$ cat config.mk
export PLATFORM = sky130hd
export DESIGN_NAME = sipo_core
export DESIGN_NICKNAME = d
export VERILOG_FILES = /design/src/core/sipo_pkg.sv /design/src/core/sipo_fifo_if.sv /design/src/core/sipo_core.sv /design/src/core/sipo_fifo.sv
export SDC_FILE = /design/constraint.sdc
export NUM_CORES = 1
export LEC_CHECK = 0
export ABC_AREA = 0
export ABC_CLOCK_PERIOD_IN_PS = 5300
export BUFFER_PORTS_ARGS = -buffer_cell sky130_fd_sc_hd__buf_2
export CAP_MARGIN = 20
export CORE_MARGIN = 2
export CORE_UTILIZATION = 60
export CTS_BUF_LIST = sky130_fd_sc_hd__clkbuf_16
export CTS_CLUSTER_DIAMETER = 60
export DETAILED_ROUTE_END_ITERATION = 6
export HOLD_SLACK_MARGIN = 0.08
export PLACE_DENSITY = 0.85
export SLEW_MARGIN = 10
export SYNTH_ARGS = -nofsm -noshare
export SYNTH_HDL_FRONTEND = slang
export SYNTH_SLANG_ARGS = --single-unit
$ cat constraint.sdc
create_clock -name clk_in -period 5.3 [get_ports clk_in]
set_input_delay 0.53 -clock clk_in [delete_from_list [all_inputs] [get_ports clk_in]]
set_output_delay 0.53 -clock clk_in [all_outputs]
set_load 0.1 [all_outputs]
$ cat src/core/sipo_pkg.sv
// sipo_pkg: widths, reset values and a fifo depth for the serial-in latched-out register
// assumes: included first in compile order, nothing imported by users
package sipo_pkg;
   // ************************************************
   // widths and reset values
   // ************************************************
   localparam int STAGES = 8;
   localparam logic [7:0] STAGE_RESET = 8'h00;
   localparam logic [7:0] HELD_RESET = 8'h00;
   localparam int FIFO_DEPTH = 8;
   localparam int FIFO_AW = 3;
   // oe active low: 1 means outputs float
   localparam logic OE_OFF = 1'b1;
endpackage

$ cat src/core/sipo_fifo_if.sv
// sipo_fifo_if: valid/ready word channel between the core and its fifo
// assumes: one clock shared by both ends
interface sipo_fifo_if #(parameter int W = 8) ();
   logic valid;
   logic ready;
   logic [W-1:0] data;
   modport src (output valid, output data, input ready);
   modport snk (input valid, input data, output ready);
endinterface

$ cat src/core/sipo_core.sv
// sipo_core: serial-in shift stages, holding latch, three-state parallel outputs
// assumes: all pins asynchronous to clk_in, sampled by two flops; pin clocks well below clk_in/2
// Overview of operation
// each shift clock rise with reset high loads the serial bit into stage one and moves every stage one place on.
// with no shift clock rise and reset high the stages hold.
// reset low clears stages and chain output but leaves the held bits alone.
// each latch clock rise copies all eight stages into the held bits.
// with no latch clock rise the held bits hold whatever reset and shift clock do.
// output enable low drives the held bits onto the parallel outputs.
// output enable high floats all parallel outputs without touching any contents.
// the chain output is always driven.
// the chain output shows the eighth stage.
// parallel outputs are uninverted, stage one on output zero up to stage eight on output seven.
// the host shifts eight bits, last output first, and then raises the latch clock.
// the host keeps reset high while a frame is being shifted.
module sipo_core (
   // clock and reset
   input wire logic clk_in,
   input wire logic rst_n_in,
   // device pins
   input wire logic serial_bit_in,
   input wire logic shift_clk_in,
   input wire logic latch_clk_in,
   input wire logic clear_n_in,
   input wire logic out_en_n_in,
   // parallel outputs, three-state as value plus enable
   output logic [7:0] latched_outputs_out,
   output logic [7:0] latched_outputs_oe_out,
   output logic chain_out,
   // copy of each latched word the fifo has room for, drained by the user
   output logic word_valid_out,
   output logic [7:0] word_data_out,
   input wire logic word_ready_in
);
   // ************************************************
   // state
   // ************************************************
   typedef struct packed {
      logic [4:0] s1;
      logic [4:0] s2;
      logic [4:0] dly;
      logic [7:0] stage_bits;
      logic [7:0] held_bits;
      logic [7:0] q;
      logic [7:0] oe;
      logic chain;
      logic push;
   } sipo_st_s;
   sipo_st_s st_r, st_nxt;
   logic sh_rise, la_rise, clr_n, oe_n, sbit;
   sipo_fifo_if #(.W(8)) fifo_wr ();

   // ************************************************
   // synchronisers and edge finders
   // ************************************************
   // sync order: 4 serial,3 shift,2 latch,1 clear_n,0 oe_n
   assign sbit = st_r.s2[4];
   assign clr_n = st_r.s2[1];
   assign oe_n = st_r.s2[0];
   assign sh_rise = st_r.s2[3] && !st_r.dly[3];
   assign la_rise = st_r.s2[2] && !st_r.dly[2];

   function automatic logic [7:0] shift_in(input logic [7:0] v, input logic b);
      shift_in = {v[6:0], b};
   endfunction

   always_comb begin
      st_nxt = st_r;
      st_nxt.push = 1'b0;
      st_nxt.s1 = {serial_bit_in, shift_clk_in, latch_clk_in, clear_n_in, out_en_n_in};
      st_nxt.s2 = st_r.s1;
      st_nxt.dly = st_r.s2;
      // clear wins over a coincident shift edge; held bits sample old stages
      if (!clr_n) begin
         st_nxt.stage_bits = sipo_pkg::STAGE_RESET;
      end else if (sh_rise) begin
         st_nxt.stage_bits = shift_in(st_r.stage_bits, sbit);
      end
      // otherwise stage_bits keep their value R2
      if (la_rise) begin
         st_nxt.held_bits = st_r.stage_bits;
         // a full fifo drops the copy; the pins never wait on software
         st_nxt.push = 1'b1;
      end
      // no else: held bits untouched by clear or shift R5
      st_nxt.q = st_nxt.held_bits;
      st_nxt.oe = (oe_n == sipo_pkg::OE_OFF) ? 8'h00 : 8'hff;
      st_nxt.chain = st_nxt.stage_bits[sipo_pkg::STAGES-1];
      if (!rst_n_in) begin
         st_nxt = '0;
         st_nxt.s1 = 5'h03;
         st_nxt.s2 = 5'h03;
         st_nxt.dly = 5'h03;
         st_nxt.held_bits = sipo_pkg::HELD_RESET;
      end
   end

   always_ff @(posedge clk_in) begin
      st_r <= st_nxt;
   end

   // ************************************************
   // outputs
   // ************************************************
   assign latched_outputs_out = st_r.q;
   assign latched_outputs_oe_out = st_r.oe;
   assign chain_out = st_r.chain;
   assign fifo_wr.valid = st_r.push;
   assign fifo_wr.data = st_r.held_bits;

   sipo_fifo #(
      .W(8),
      .DEPTH(sipo_pkg::FIFO_DEPTH),
      .AW(sipo_pkg::FIFO_AW)
   ) u_fifo (
      .clk_in(clk_in),
      .rst_n_in(rst_n_in),
      .wr(fifo_wr),
      .rd_valid_out(word_valid_out),
      .rd_data_out(word_data_out),
      .rd_ready_in(word_ready_in)
   );
endmodule

$ cat src/core/sipo_fifo.sv
// sipo_fifo: small synchronous fifo with registered read data
// assumes: single clock, synchronous active-low reset
module sipo_fifo #(
   parameter int W = 8,
   parameter int DEPTH = 8,
   parameter int AW = 3
) (
   // clock and reset
   input wire logic clk_in,
   input wire logic rst_n_in,
   // filling side
   sipo_fifo_if.snk wr,
   // draining side
   output logic rd_valid_out,
   output logic [W-1:0] rd_data_out,
   input wire logic rd_ready_in
);
   // ************************************************
   // storage and pointers
   // ************************************************
   typedef struct packed {
      logic [AW:0] wp;
      logic [AW:0] rp;
      logic [W-1:0] dout;
      logic dvalid;
   } sipo_fst_s;
   sipo_fst_s st_r, st_nxt;
   logic [W-1:0] mem_r [DEPTH];
   logic full, empty, push, pop;

   assign full = (st_r.wp[AW-1:0] == st_r.rp[AW-1:0]) && (st_r.wp[AW] != st_r.rp[AW]);
   assign empty = (st_r.wp == st_r.rp);
   assign wr.ready = !full;
   assign push = wr.valid && !full;
   // output register refills when empty or being taken
   assign pop = !empty && (!st_r.dvalid || rd_ready_in);
   assign rd_valid_out = st_r.dvalid;
   assign rd_data_out = st_r.dout;

   always_comb begin
      st_nxt = st_r;
      if (push) begin
         st_nxt.wp = st_r.wp + 1'b1;
      end
      if (pop) begin
         st_nxt.rp = st_r.rp + 1'b1;
         st_nxt.dout = mem_r[st_r.rp[AW-1:0]];
         st_nxt.dvalid = 1'b1;
      end else if (rd_ready_in) begin
         st_nxt.dvalid = 1'b0;
      end
      if (!rst_n_in) begin
         st_nxt = '0;
      end
   end

   always_ff @(posedge clk_in) begin
      st_r <= st_nxt;
      if (push) begin
         mem_r[st_r.wp[AW-1:0]] <= wr.data;
      end
   end
endmodule

# Word-level counts from Yosys, hierarchy flattened
# Memory sizes are Yosys's and may differ from the RTL's. A register that Yosys moved wholly into a read port is not among the register bits.
# Index checks and enable logic that the tools add are counted.
[totals]
regBits = 48
latchBits = 0
ramBits = 64
mem_bits_ro = 0
out_inout_bits = 26
word_cells = 38
n_memories = 1
[classes]
addsub = 2
n_mul = 0
div = 0
order_cmp = 0
eq_ne = 3
n_shift = 0
muxes = 7
bitwise_logic = 0
n_reduce_logical = 14
[memory_table]
columns = ["name", "depth", "width", "read_ports", "rd_ports_with_merged_regs", "wr", "line_no", "rtl"]
rows = [
  ["u_fifo.mem_r", 8, 8, 1, 1, 1, "sipo_fifo.sv:28", "logic [W-1:0] mem_r [DEPTH];"],
]
[op_table]
columns = ["operator", "count"]
rows = [
  ["$mux 8", 2],
  ["$add 4x1->4 const B", 2],
  ["$logic_not 1->1", 6],
  ["$logic_and 1x1->1", 5],
  ["$mux 1", 5],
  ["$eq 4x4->1", 1],
  ["$eq 3x3->1", 1],
  ["$reduce_and 2->1", 1],
  ["$reduce_bool 2->1", 1],
  ["$logic_or 1x1->1", 1],
  ["$ne 1x1->1", 1],
]

# Depth between registers and ports, before layout
# Gate-level depths: netlist of run 1.
[logic_depth]
depth_word = 6
depth_mapped = 6

# Cells and area by module
# A second synthesis of run 1 with hierarchy kept.
[unflattened]
hier_cells = 301
area_unflattened_um2 = 4411.7
[by_module_without_submodules]
columns = ["mod", "n_inst", "cells_per_inst", "area_each_um2", "seq_area_each_um2"]
rows = [
  ["sipo_fifo", 1, 192, 3300.7, 2262.2],
  ["sipo_core", 1, 109, 1111.1, 600.6],
]

# Least setup slack after synthesis of run 1
# No wires, ideal clock.
[synth_path]
path_type = "register to register"
from = "register u_fifo.st_r[13] (netlist bit)"
to = "memory u_fifo.mem_r[4][0] (enable)"
setup_ps = 383
arrival_time_ps = 1752
required_ps = 4917
setup_slack_ps = 3165
stages_incl_launch_ff = 6
path_buffers = 1
synth_period_minus_slack_ps = 2135
cell_sequence = "dfxtp_1 -> buf_4 -> xnor2_2 -> a41o_2 -> or2_1 -> nor3_1"
[synth_between]
elab_chain_len = 6
[synth_lines]
columns = ["item", "line_no", "rtl"]
rows = [
  ["start: declaration", "sipo_fifo.sv:27", "sipo_fst_s st_r, st_nxt;"],
  ["start signal: assignment", "sipo_fifo.sv:58", "st_r <= st_nxt;"],
  ["$eq 3x3->1", "sipo_fifo.sv:31", "assign full = (st_r.wp[AW-1:0] == st_r.rp[AW-1:0]) && (st_r.wp[AW] != st_r.rp[AW]);"],
  ["$logic_and 1x1->1", "sipo_fifo.sv:31", ""],
  ["$logic_not 1->1", "--", ""],
  ["$logic_and 1x1->1", "sipo_fifo.sv:34", "assign push = wr.valid && !full;"],
  ["$mux 1", "sipo_fifo.sv:59", "if (push) begin"],
  ["$mux 1 (not written as such)", "sipo_fifo.sv:60", "mem_r[st_r.wp[AW-1:0]] <= wr.data;"],
  ["end: declaration", "sipo_fifo.sv:28", ""],
]
# Parallel ways exist; a longest one is shown, timed or not.

# Final worst setup path of run 1
[layout_path]
from = "register u_fifo.st_r[11] (netlist bit)"
to = "memory u_fifo.mem_r[4][3] (enable)"
[layout_between]
elab_chain_len = 6
[layout_lines]
columns = ["item", "line_no"]
rows = [
  ["$eq 3x3->1", "sipo_fifo.sv:31"],
  ["$logic_and 1x1->1", "sipo_fifo.sv:31"],
  ["$logic_not 1->1", "--"],
  ["$logic_and 1x1->1", "sipo_fifo.sv:34"],
  ["$mux 1", "sipo_fifo.sv:59"],
  ["$mux 1 (not written as such)", "sipo_fifo.sv:60"],
]
# Every way passes these cells.

==> results of run 1 <==
==> per-stage QoR <==
step / cell area [um2] / hold slack, ns / cells / setup slack, ns
after floorplan: 4360 / 0.367 / 310 / 3.16
after global placement: 4390 / 0.369 / 403 / 2.55
after detailed placement: 4390 / 0.374 / 403 / 2.38
after CTS: 4690 / 0.355 / 419 / 2.35
after global routing: 4690 / 0.348 / 420 / 2.13
final: 4690 / 0.361 / 420 / 2.34
==> worst reg2reg max path, cell delays in order (launching register included) <==
cell and delay, ns:
dfxtp_1 0.90, xnor2_1 0.25, a41o_2 0.41, or2_1 0.27
nor3_1 0.76
==> power groups by stage <==
stage | combinational, mW | sequential (mW) | clock, mW
final | 0.419 | 0.963 | 0.650
after global routing | 0.447 | 0.967 | 0.691
after CTS | 0.422 | 0.963 | 0.657
after detailed placement | 0.421 | 0.982 | 0
after global placement | 0.412 | 0.981 | 0
after floorplan | 0.401 | 0.986 | 0
==> per-layer routing <==
| metal | global-route usage, % | up-vias |
|---|---|---|
| li1 | - | 1099 |
| met1 | 29.8 | 1126 |
| met2 | 30.4 | 89 |
| met3 | 4.99 | 15 |
| met4 | 11.5 | 0 |
| met5 | 0 | - |
==> flip-flops by register name (all words and copies together) (netlist names) <==
| register | count |
|---|---|
| sbit | 1 |
| fifo_wr.valid | 1 |
| u_fifo.rd_data_out | 8 |
| u_fifo.rd_valid_out | 1 |
| u_fifo.mem_r | 64 |
| latched_outputs_oe_out | 1 |
| clr_n | 1 |
| oe_n | 1 |
| u_fifo.st_r | 8 |
| latched_outputs_out | 8 |
| st_r | 17 |
==> area by class of cell <==
class                      count  area, um2
timing repair buffer          35        178
fill                         515       2450
tap                           99        124
multi-input combinational    156       1220
inverter                       3       11.3
clock buffer                   9        225
clock inverter                 7       68.8
sequential                   111       2860
==> layout by cell type, fill, tap and decap left out, types with 2 or more instances in the layout <==
cell type  netlist  layout
inv_8            0       3
nor2_1           5       5
and2_1          10      10
nor2b_1          5       5
edfxtp_1        64      64
ha_1             2       2
inv_1            3       3
a21boi_0         8       8
dfxtp_1         47      47
xnor2_1          4       4
clkinv_4         0       2
nand2_1         41      41
mux4_1           5       5
mux4_2          11      11
nand3_1          3       3
o21ai_0         10      10
nor3_1           2       2
nand2b_1        11      11
mux2i_1         11      11
buf_2            4      34
clkbuf_16        0       9
xor2_1           2       2
a21oi_1         16      16
inv_6            0       2
==> cells by family after synthesis <==
group,count (synthesis),synth area share (%)
compound gates,39,5.54
mux,27,11.2
flops,111,65.7
xor+xnor,7,1.58
buf+inv,43,6.31
fa+ha+maj,2,0.574
simple gates,81,9.10
==> worst max path at each step <==
stage                    endpoint  depth (start not counted)             from  slack, ns
5_1_grt        u_fifo.mem_r[4][3]                          4  u_fifo.st_r[11]       2.13
4_1_cts        u_fifo.mem_r[4][2]                          4  u_fifo.st_r[11]       2.35
3_5_place_dp   u_fifo.mem_r[0][6]                          4  u_fifo.st_r[11]       2.38
2_1_floorplan  u_fifo.mem_r[4][0]                          5  u_fifo.st_r[13]       3.16
3_3_place_gp   u_fifo.mem_r[4][5]                          4  u_fifo.st_r[11]       2.55
6_report       u_fifo.mem_r[4][3]                          4  u_fifo.st_r[11]       2.34
==> impl_metrics.yaml, run 1 <==
timing:
  fin_setup_tns_ns: 0
  drv_slew: 0
  tightest_slew_ns: 0.974
  slew_headroom_pct: 34.5
  fmax_mhz: 337
  skew_ns: 0.00763
  finalCritPeriodShare_pct: 55.9
  hold_violations: 0
  setup_viol: 0
  grt_setup_unrepaired: "no"
  min_period_ns: 2.96
die:
  dieWidth_um: 89.2
  ios: 34
  die_h_um: 89.2
  start_util_pct: 61.1
  core_um2: 7140
  die-area_um2: 7960
  rows: 31
route:
  drtAntennaViolNets: 0
  drtIter0Drc: 204
  drt-total-wl_mm: 7.60
  wl_met2_mm: 3.53
  met3_length_um: 641
  drc: 0
  post_drt_wl_per_cell_um: 18.1
  drt-met1-wl_mm: 3.23
  vias_per_cell: 5.55
  top_layer: "met4"
  first_pass_iters: 4
  dr_total_vias: 2329
clock_network:
  post_cts_resized: 0
  cts.htree.levels: 3
  cts_buffer_depth: 2
  clkLatencyLatePin_ns: 0.34
  cts_setup_buffers: 0
  cts_sinks: 111
  cts.reportedPaths.clkPinSlew_ns: 0.08
  cts_tree: "done"
  cts_buffers: 9
  hold_buffers: 0
  cts_root_buf: "clkbuf_16"
synthesis:
  ys_top_cells_by_count: "64 x edfxtp_1, 47 x dfxtp_1, 41 x nand2_1"
  synth.most_common_cell: "edfxtp_1"
  synth_area_um2: 4360
  synth.avg_cell_area_um2: 14.1
  ys_ff_latch: 111
  yosysWarnings: 0
  syn_inst: 310
  synth-edff-count: 64
  synth_top_area_share_pct: 44.1
  async_flop_share_pct: 0
  ys_types: 33
  yosysTopAreaCell: "edfxtp_1"
  synth_nets: 320
  synthTopCellsByArea: "edfxtp_1 44%, dfxtp_1 22%, mux4_2 5.7%, buf_4 4.6%, nand2_1 3.5%"
  ys.flop_type: "edfxtp_1"
  yosysSeqAreaShare_pct: 65.7
setup_path:
  cp_max_fo: 20
  reg2reg_from: "u_fifo.st_r[11]"
  critical_path_required_ns: 5.27
  worstPathArrival_ns: 2.93
  path_class: "register to register"
  reg2regPathDepth: 4
  cp-end-kind: "register"
  worst-path-buf-inv: 0
  reg2reg_to: "u_fifo.mem_r[4][3]"
  cp_top_family: "simple AND/OR/NAND/NOR gates"
  path_cells: "xnor2_1 -> a41o_2 -> or2_1 -> nor3_1"
  r2r_slack_ns: 2.34
  startpoint_type: "register"
  max_stage_delay_ns: 0.90
  critical_path.slowest_cell: "dfxtp_1"
power:
  p_switching_uw: 652
  power_mw: 2.03
  worst_ir_drop_vdd_v: 0.000194
  p_sw_share_pct: 32.1
  power_density_nw_per_um2: 433
  internal_power_mw: 1.38
  combPwrFrac_pct: 20.6
  pwr-share-clk_pct: 32.0
  p_leak_nw: 1.67
  p_seq_share_pct: 47.4
global_routing:
  grt_pass1_vias: 2171
  grt_overflow: 0
  antenna_found_initial: 0
  grt_start_max_net_pins: 46
  grt.total_usage_pct: 21.1
  grt_first_pass_wirelength_mm: 11.7
final_layout:
  fin_util_pct: 65.7
  layout-drive-gt1-share_pct: 20.6
  syn_to_final_growth_pct: 7.61
  nets: 326
  antenna_cells: 0
min_path:
  min_path_cells: 2
  hold_path_end: "st_r[45]"
  hp-start: "clear_n_in"
  hp-class: "input port to register"
placement:
  portBuffers: 33
  hpwl_mm: 5.07
  gp_congestion: 0.787
run:
  max_cap_violations: 0
outcome:
  status: "finished, final reports clean"
(Power assumes the default switching activity.)
==> run 2, diff against run 1 <==
ABC_AREA = 1   (was 0)
ABC_CLOCK_PERIOD_IN_PS = 2500   (was 5300)
CORE_UTILIZATION = 54   (was 60)
PLACE_DENSITY = 0.8   (was 0.85)
clock period = 2.5 ns   (was 5.3 ns; I/O delays follow)
==> run 2 against run 1 <==
Against the previous run: utilization shrank 4.8 points; setup slack worse by 1.9 ns; die area grew 23%; maximum frequency is 42% higher; wire length is 24% higher; synthesized cell count rose by 77%; sequential share of layout area down 7.1 points; register-to-register slack got worse by 1.9 ns; hold slack worse by 0.28 ns.
==> impl_metrics.yaml, run 2 <==
outcome:
  status: "finished, final reports clean"
die:
  die_h_um: 98.9
  start_util_pct: 55.8
  ios: 34
  core_um2: 8720
  die-area_um2: 9780
  dieWidth_um: 98.9
  rows: 34
global_routing:
  grt_start_max_net_pins: 35
  grt_first_pass_wirelength_mm: 15.8
  grt_pass1_vias: 3345
  busiest_layer: "met2"
  met3_usage_pct: 5.04
  grtUsageMet1_pct: 25.9
  grt_util_met2_pct: 35.0
  grt.total_usage_pct: 20.8
  antenna_found_initial: 0
  grt_overflow: 0
synthesis:
  synth.avg_cell_area_um2: 8.87
  synth_top_area_share_pct: 39.5
  synthTopCellsByArea: "edfxtp_1 40%, dfxtp_1 19%, nand2_1 12%, inv_1 6.7%, nand3_1 4.0%"
  yosysSeqAreaShare_pct: 58.9
  syn_inst: 548
  ys.flop_type: "edfxtp_1"
  synth_nets: 558
  synth-edff-count: 64
  synth_area_um2: 4860
  ys_types: 24
  yosysTopAreaCell: "edfxtp_1"
  synth.most_common_cell: "nand2_1"
  async_flop_share_pct: 0
  ys_top_cells_by_count: "155 x nand2_1, 87 x inv_1, 64 x edfxtp_1"
  ys_ff_latch: 111
  yosysWarnings: 0
setup_path:
  cp-end-kind: "register"
  reg2regPathDepth: 6
  reg2reg_to: "u_fifo.mem_r[3][3]"
  reg2reg_from: "u_fifo.st_r[10]"
  r2r_slack_ns: 0.41
  critical_path_required_ns: 2.48
  path_class: "register to register"
  worstPathArrival_ns: 2.07
  startpoint_type: "register"
  cp_max_fo: 12
route:
  vias_per_cell: 4.97
  dr_total_vias: 3372
  drt-total-wl_mm: 9.42
  first_pass_iters: 5
  drtIter0Drc: 197
  post_drt_wl_per_cell_um: 13.9
  drtAntennaViolNets: 0
  drc: 0
placement:
  dpl-instance-area_um2: 4980
  place_ws_ns: 0.432
  hpwl_mm: 6.44
  gp_congestion: 0.958
  portBuffers: 33
final_layout:
  final_common_cell: "nand2_1"
  layout-drive-gt1-share_pct: 17.2
  largest_reg_flops: 64
  final_cell_mix: "155 x nand2_1, 87 x inv_1, 64 x edfxtp_1"
  nets: 575
  antenna_cells: 0
  fin_area_um2: 5310
  syn_to_final_growth_pct: 9.21
timing:
  fmax_mhz: 479
  skew_ns: 0.0117
  min_period_ns: 2.09
  fin_ws_ns: 0.412
  grt_setup_unrepaired: "no"
  drv_slew: 0
  setup_viol: 0
  hold_violations: 0
  slew_headroom_pct: 55.4
  fin_setup_tns_ns: 0
  tightest_slew_ns: 0.668
  finalCritPeriodShare_pct: 83.5
power:
  p_leak_nw: 2.55
  power_density_nw_per_um2: 1030
  worst_ir_drop_vdd_v: 0.000924
  power_mw: 5.46
clock_network:
  cts.htree.levels: 3
  cts_buffers: 9
  cts_buffer_depth: 2
  post_cts_resized: 0
  cts_root_buf: "clkbuf_16"
  cts_tree: "done"
  hold_buffers: 1
  cts_setup_buffers: 0
  cts.reportedPaths.clkPinSlew_ns: 0.08
  cts_sinks: 111
  clkLatencyLatePin_ns: 0.35
min_path:
  hold_path_end: "st_r[46]"
  min_path_cells: 3
  hp-start: "latch_clk_in"
  hp-class: "input port to register"
run:
  max_cap_violations: 0
==> run 2: cell types whose count changed after synthesis, sizes merged, moves of 8 or more <==
| cell | previous run | this run |
|---|---|---|
| nand2 | 41 | 169 |
| mux4 | 16 | 0 |
| inv | 3 | 93 |
| nand3 | 3 | 40 |
| nor2 | 5 | 51 |
| nand2b | 11 | 0 |
| a21boi | 8 | 0 |
| o21ai | 10 | 19 |
| mux2i | 11 | 0 |
| and2 | 10 | 0 |
==> run 2: how the worst max path moves through the flow <==
| stage | from | endpoint | slack (ns) | cells past startpoint |
|---|---|---|---|---|
| 2_1_floorplan | u_fifo.st_r[9] | u_fifo.mem_r[6][0] | 0.54 | 8 |
| 3_3_place_gp | u_fifo.st_r[10] | u_fifo.mem_r[5][5] | 0.51 | 6 |
| 3_5_place_dp | u_fifo.st_r[10] | u_fifo.mem_r[5][4] | 0.43 | 6 |
| 4_1_cts | u_fifo.st_r[10] | u_fifo.mem_r[5][7] | 0.41 | 6 |
| 5_1_grt | u_fifo.st_r[10] | u_fifo.mem_r[5][7] | 0.23 | 6 |
| 6_report | u_fifo.st_r[10] | u_fifo.mem_r[3][3] | 0.41 | 6 |
==> run 2: power breakdown <==
part	total, mW	leakage [nW]	internal (mW)	switching, mW
sequential	2.15	0.987	2.04	0.110
combinational	1.83	1.40	0.451	1.38
clock	1.48	0.160	0.779	0.705
==> run 2: cell type report <==
class | instances | area, um2
sequential | 111 | 2860
clock inverter | 6 | 75.1
clock buffer | 10 | 250
tap | 108 | 135
fill | 721 | 3410
multi-input combinational | 305 | 1380
timing repair buffer | 45 | 258
inverter | 93 | 349
==> run 2: metrics by stage <==
stage | std cells | hold slack [ns] | util, %
2_1_floorplan | 548 | 0.348 | -
3_3_place_gp | 661 | 0.370 | 57.1
3_5_place_dp | 661 | 0.374 | 57.1
4_1_cts | 678 | 0.0817 | 60.9
5_1_grt | 678 | 0.0801 | 60.9
6_report | 678 | 0.0854 | 60.9
==> run 2: cells by family after synthesis <==
| family | Yosys count | share of synthesized area [%] |
|---|---|---|
| AO/OA/AOI/OAI | 35 | 4.37 |
| XOR/XNOR | 2 | 0.360 |
| adder cells (fa/ha/maj) | 2 | 0.514 |
| buffers and inverters | 132 | 12.7 |
| flip-flops | 111 | 58.9 |
| AND/OR/NAND/NOR | 266 | 23.2 |
==> run 2: routing by layer <==
layer  up-vias  wire length, um  share of wire (%)
met3        27              424                4.5
li1       1707                -                  -
met1      1533             4080                 43
met4         0              269                2.9
met2       105             4650                 49
met5         -                0                  0
==> run 2: critical path: stages (launching register included) <==
cell	delay (ns)
dfxtp_1	0.61
nand2_2	0.10
nand2_2	0.10
nor2_4	0.05
nand3_2	0.12
nand3_1	0.19
nor2_1	0.56
==> run 3, diff against run 2 <==
ABC_CLOCK_PERIOD_IN_PS = 2100   (was 2500)
CORE_UTILIZATION = 60   (was 54)
PLACE_DENSITY = 0.84   (was 0.8)
clock period = 2.1 ns   (was 2.5 ns; I/O delays follow)
==> run 3 against run 2 <==
Against the previous run: sequential share of layout area fell by 0.91 points; register-to-register slack got worse by 0.095 ns; critical path depth rose by 1; global-route usage rose by 3.3 points; via count rose by 4.3%; wire length rose by 6.0%; setup slack got worse by 0.095 ns; combinational power rose by 22%; clock-buffer cell count rose by 1; cell count rose by 1.2%; die area fell by 9.6%; non-clock buffer count rose by 14.
==> impl_metrics.yaml, run 3 (synthesis results as in run 2) <==
outcome:
  status: "finished, final reports clean"
min_path:
  hp-class: "input port to register"
  hp-start: "word_ready_in"
power:
  internal_power_mw: 3.94
  pwr-share-clk_pct: 26.4
  p_sw_share_pct: 39.2
  p_leak_nw: 2.62
  p_seq_share_pct: 38.9
  p_switching_mw: 2.53
  combPwrFrac_pct: 34.7
  worst_ir_drop_vdd_v: 0.000801
  power_density_nw_per_um2: 1200
timing:
  setup_viol: 0
  grt_setup_unrepaired: "no"
  fin_ws_ns: 0.316
  fmax_mhz: 561
  tightest_slew_ns: 0.658
  drv_slew: 0
  hold_violations: 0
  finalCritPeriodShare_pct: 84.9
  slew_headroom_pct: 56.1
  fin_setup_tns_ns: 0
  min_period_ns: 1.78
  skew_ns: 0.00791
clock_network:
  cts.reportedPaths.clkPinSlew_ns: 0.07
  cts_buffer_depth: 2
  post_cts_resized: 0
  cts.htree.levels: 3
  cts_sinks: 111
  clkLatencyLatePin_ns: 0.34
  cts_tree: "done"
  cts_root_buf: "clkbuf_16"
  hold_buffers: 5
  cts_setup_buffers: 0
  cts_buffers: 9
route:
  first_pass_iters: 5
  met3_length_um: 624
  drtIter0Drc: 273
  drc: 0
  top_layer: "met4"
  drt-met1-wl_mm: 3.94
  drtAntennaViolNets: 0
  vias_per_cell: 5.13
  dr_total_vias: 3518
  wl_met2_mm: 5.21
  drt-total-wl_mm: 9.98
  post_drt_wl_per_cell_um: 14.6
run:
  max_cap_violations: 0
final_layout:
  final_common_cell: "nand2_1"
  final_cell_mix: "155 x nand2_1, 88 x inv_1, 64 x edfxtp_1"
  antenna_cells: 0
  final_cell_count_no_fill: 686
  largest_reg_flops: 64
  nets: 589
  fin_area_um2: 5400
  fin_util_pct: 69.2
  fillers: 590
  syn_to_final_growth_pct: 11.1
  layout-drive-gt1-share_pct: 18.3
die:
  die-area_um2: 8840
  core_um2: 7810
  die_h_um: 94.0
  rows: 32
  ios: 34
  start_util_pct: 62.3
  dieWidth_um: 94.0
setup_path:
  worstSetupStartpoint: "u_fifo.st_r[15]"
  cp_max_fo: 8
  critical_path_required_ns: 2.15
  reg2reg_from: "u_fifo.st_r[15]"
  cp-end-kind: "register"
  path_class: "register to register"
  worstPathArrival_ns: 1.83
  startpoint_type: "register"
global_routing:
  grt_pass1_vias: 3297
  grt_overflow: 0
  grt_start_max_net_pins: 35
  grt.total_usage_pct: 24.1
  grt_first_pass_wirelength_mm: 15.7
  antenna_found_initial: 0
placement:
  gp_congestion: 0.935
  portBuffers: 33
  place_ws_ns: 0.378
  dpl-instance-area_um2: 5040
  hpwl_mm: 6.59
  place_inst: 665
## run 3: final timing paths
| path | end | cells after the start | slack (ns) |
|---|---|---|---|
| min reg2reg | latched_outputs_oe_out[6] | 1 | 0.38 |
| min | u_fifo.rd_valid_out | 4 | 0.26 |
| max | u_fifo.mem_r[6][0] | 7 | 0.32 |
| max reg2reg | u_fifo.mem_r[6][0] | 7 | 0.32 |
## run 3: worst max-delay path: stages (launching register included)
cell,delay (ns)
dfxtp_1,0.48
inv_2,0.10
nand2_1,0.08
nand2_1,0.08
nand3_2,0.16
nand3_1,0.18
nor3_1,0.20
buf_4,0.22
## run 3: metal layers
layer	track usage, %	vias to the layer above
met5	0	-
met4	9.42	0
met3	4.17	22
met2	44.0	145
met1	28.0	1619
li1	-	1732
## run 3: stage by stage
stage | hold WS, ns | total power, mW
3_5_place_dp | 0.376 | 4.79
2_1_floorplan | 0.308 | 4.52
5_1_grt | 0.312 | 6.78
4_1_cts | 0.258 | 6.50
3_3_place_gp | 0.375 | 4.74
6_report | 0.263 | 6.47
## run 3: final cells by class
class | instances | area (um2) | share of cell area (%)
Clock buffer | 11 | 275 | 5.09
Clock inverter | 5 | 33.8 | 0.625
Sequential cell | 111 | 2860 | 53.0
Tap cell | 102 | 128 | 2.36
Multi-Input combinational cell | 305 | 1380 | 25.6
Inverter | 93 | 349 | 6.46
Timing Repair Buffer | 59 | 373 | 6.90
## run 3: power groups by stage
| stage | logic [mW] | registers (mW) | clock network, mW |
|---|---|---|---|
| 2_1_floorplan | 1.91 | 2.61 | 0 |
| 6_report | 2.24 | 2.52 | 1.71 |
| 3_5_place_dp | 2.22 | 2.57 | 0 |
| 5_1_grt | 2.44 | 2.53 | 1.80 |
| 4_1_cts | 2.24 | 2.52 | 1.74 |
| 3_3_place_gp | 2.18 | 2.56 | 0 |
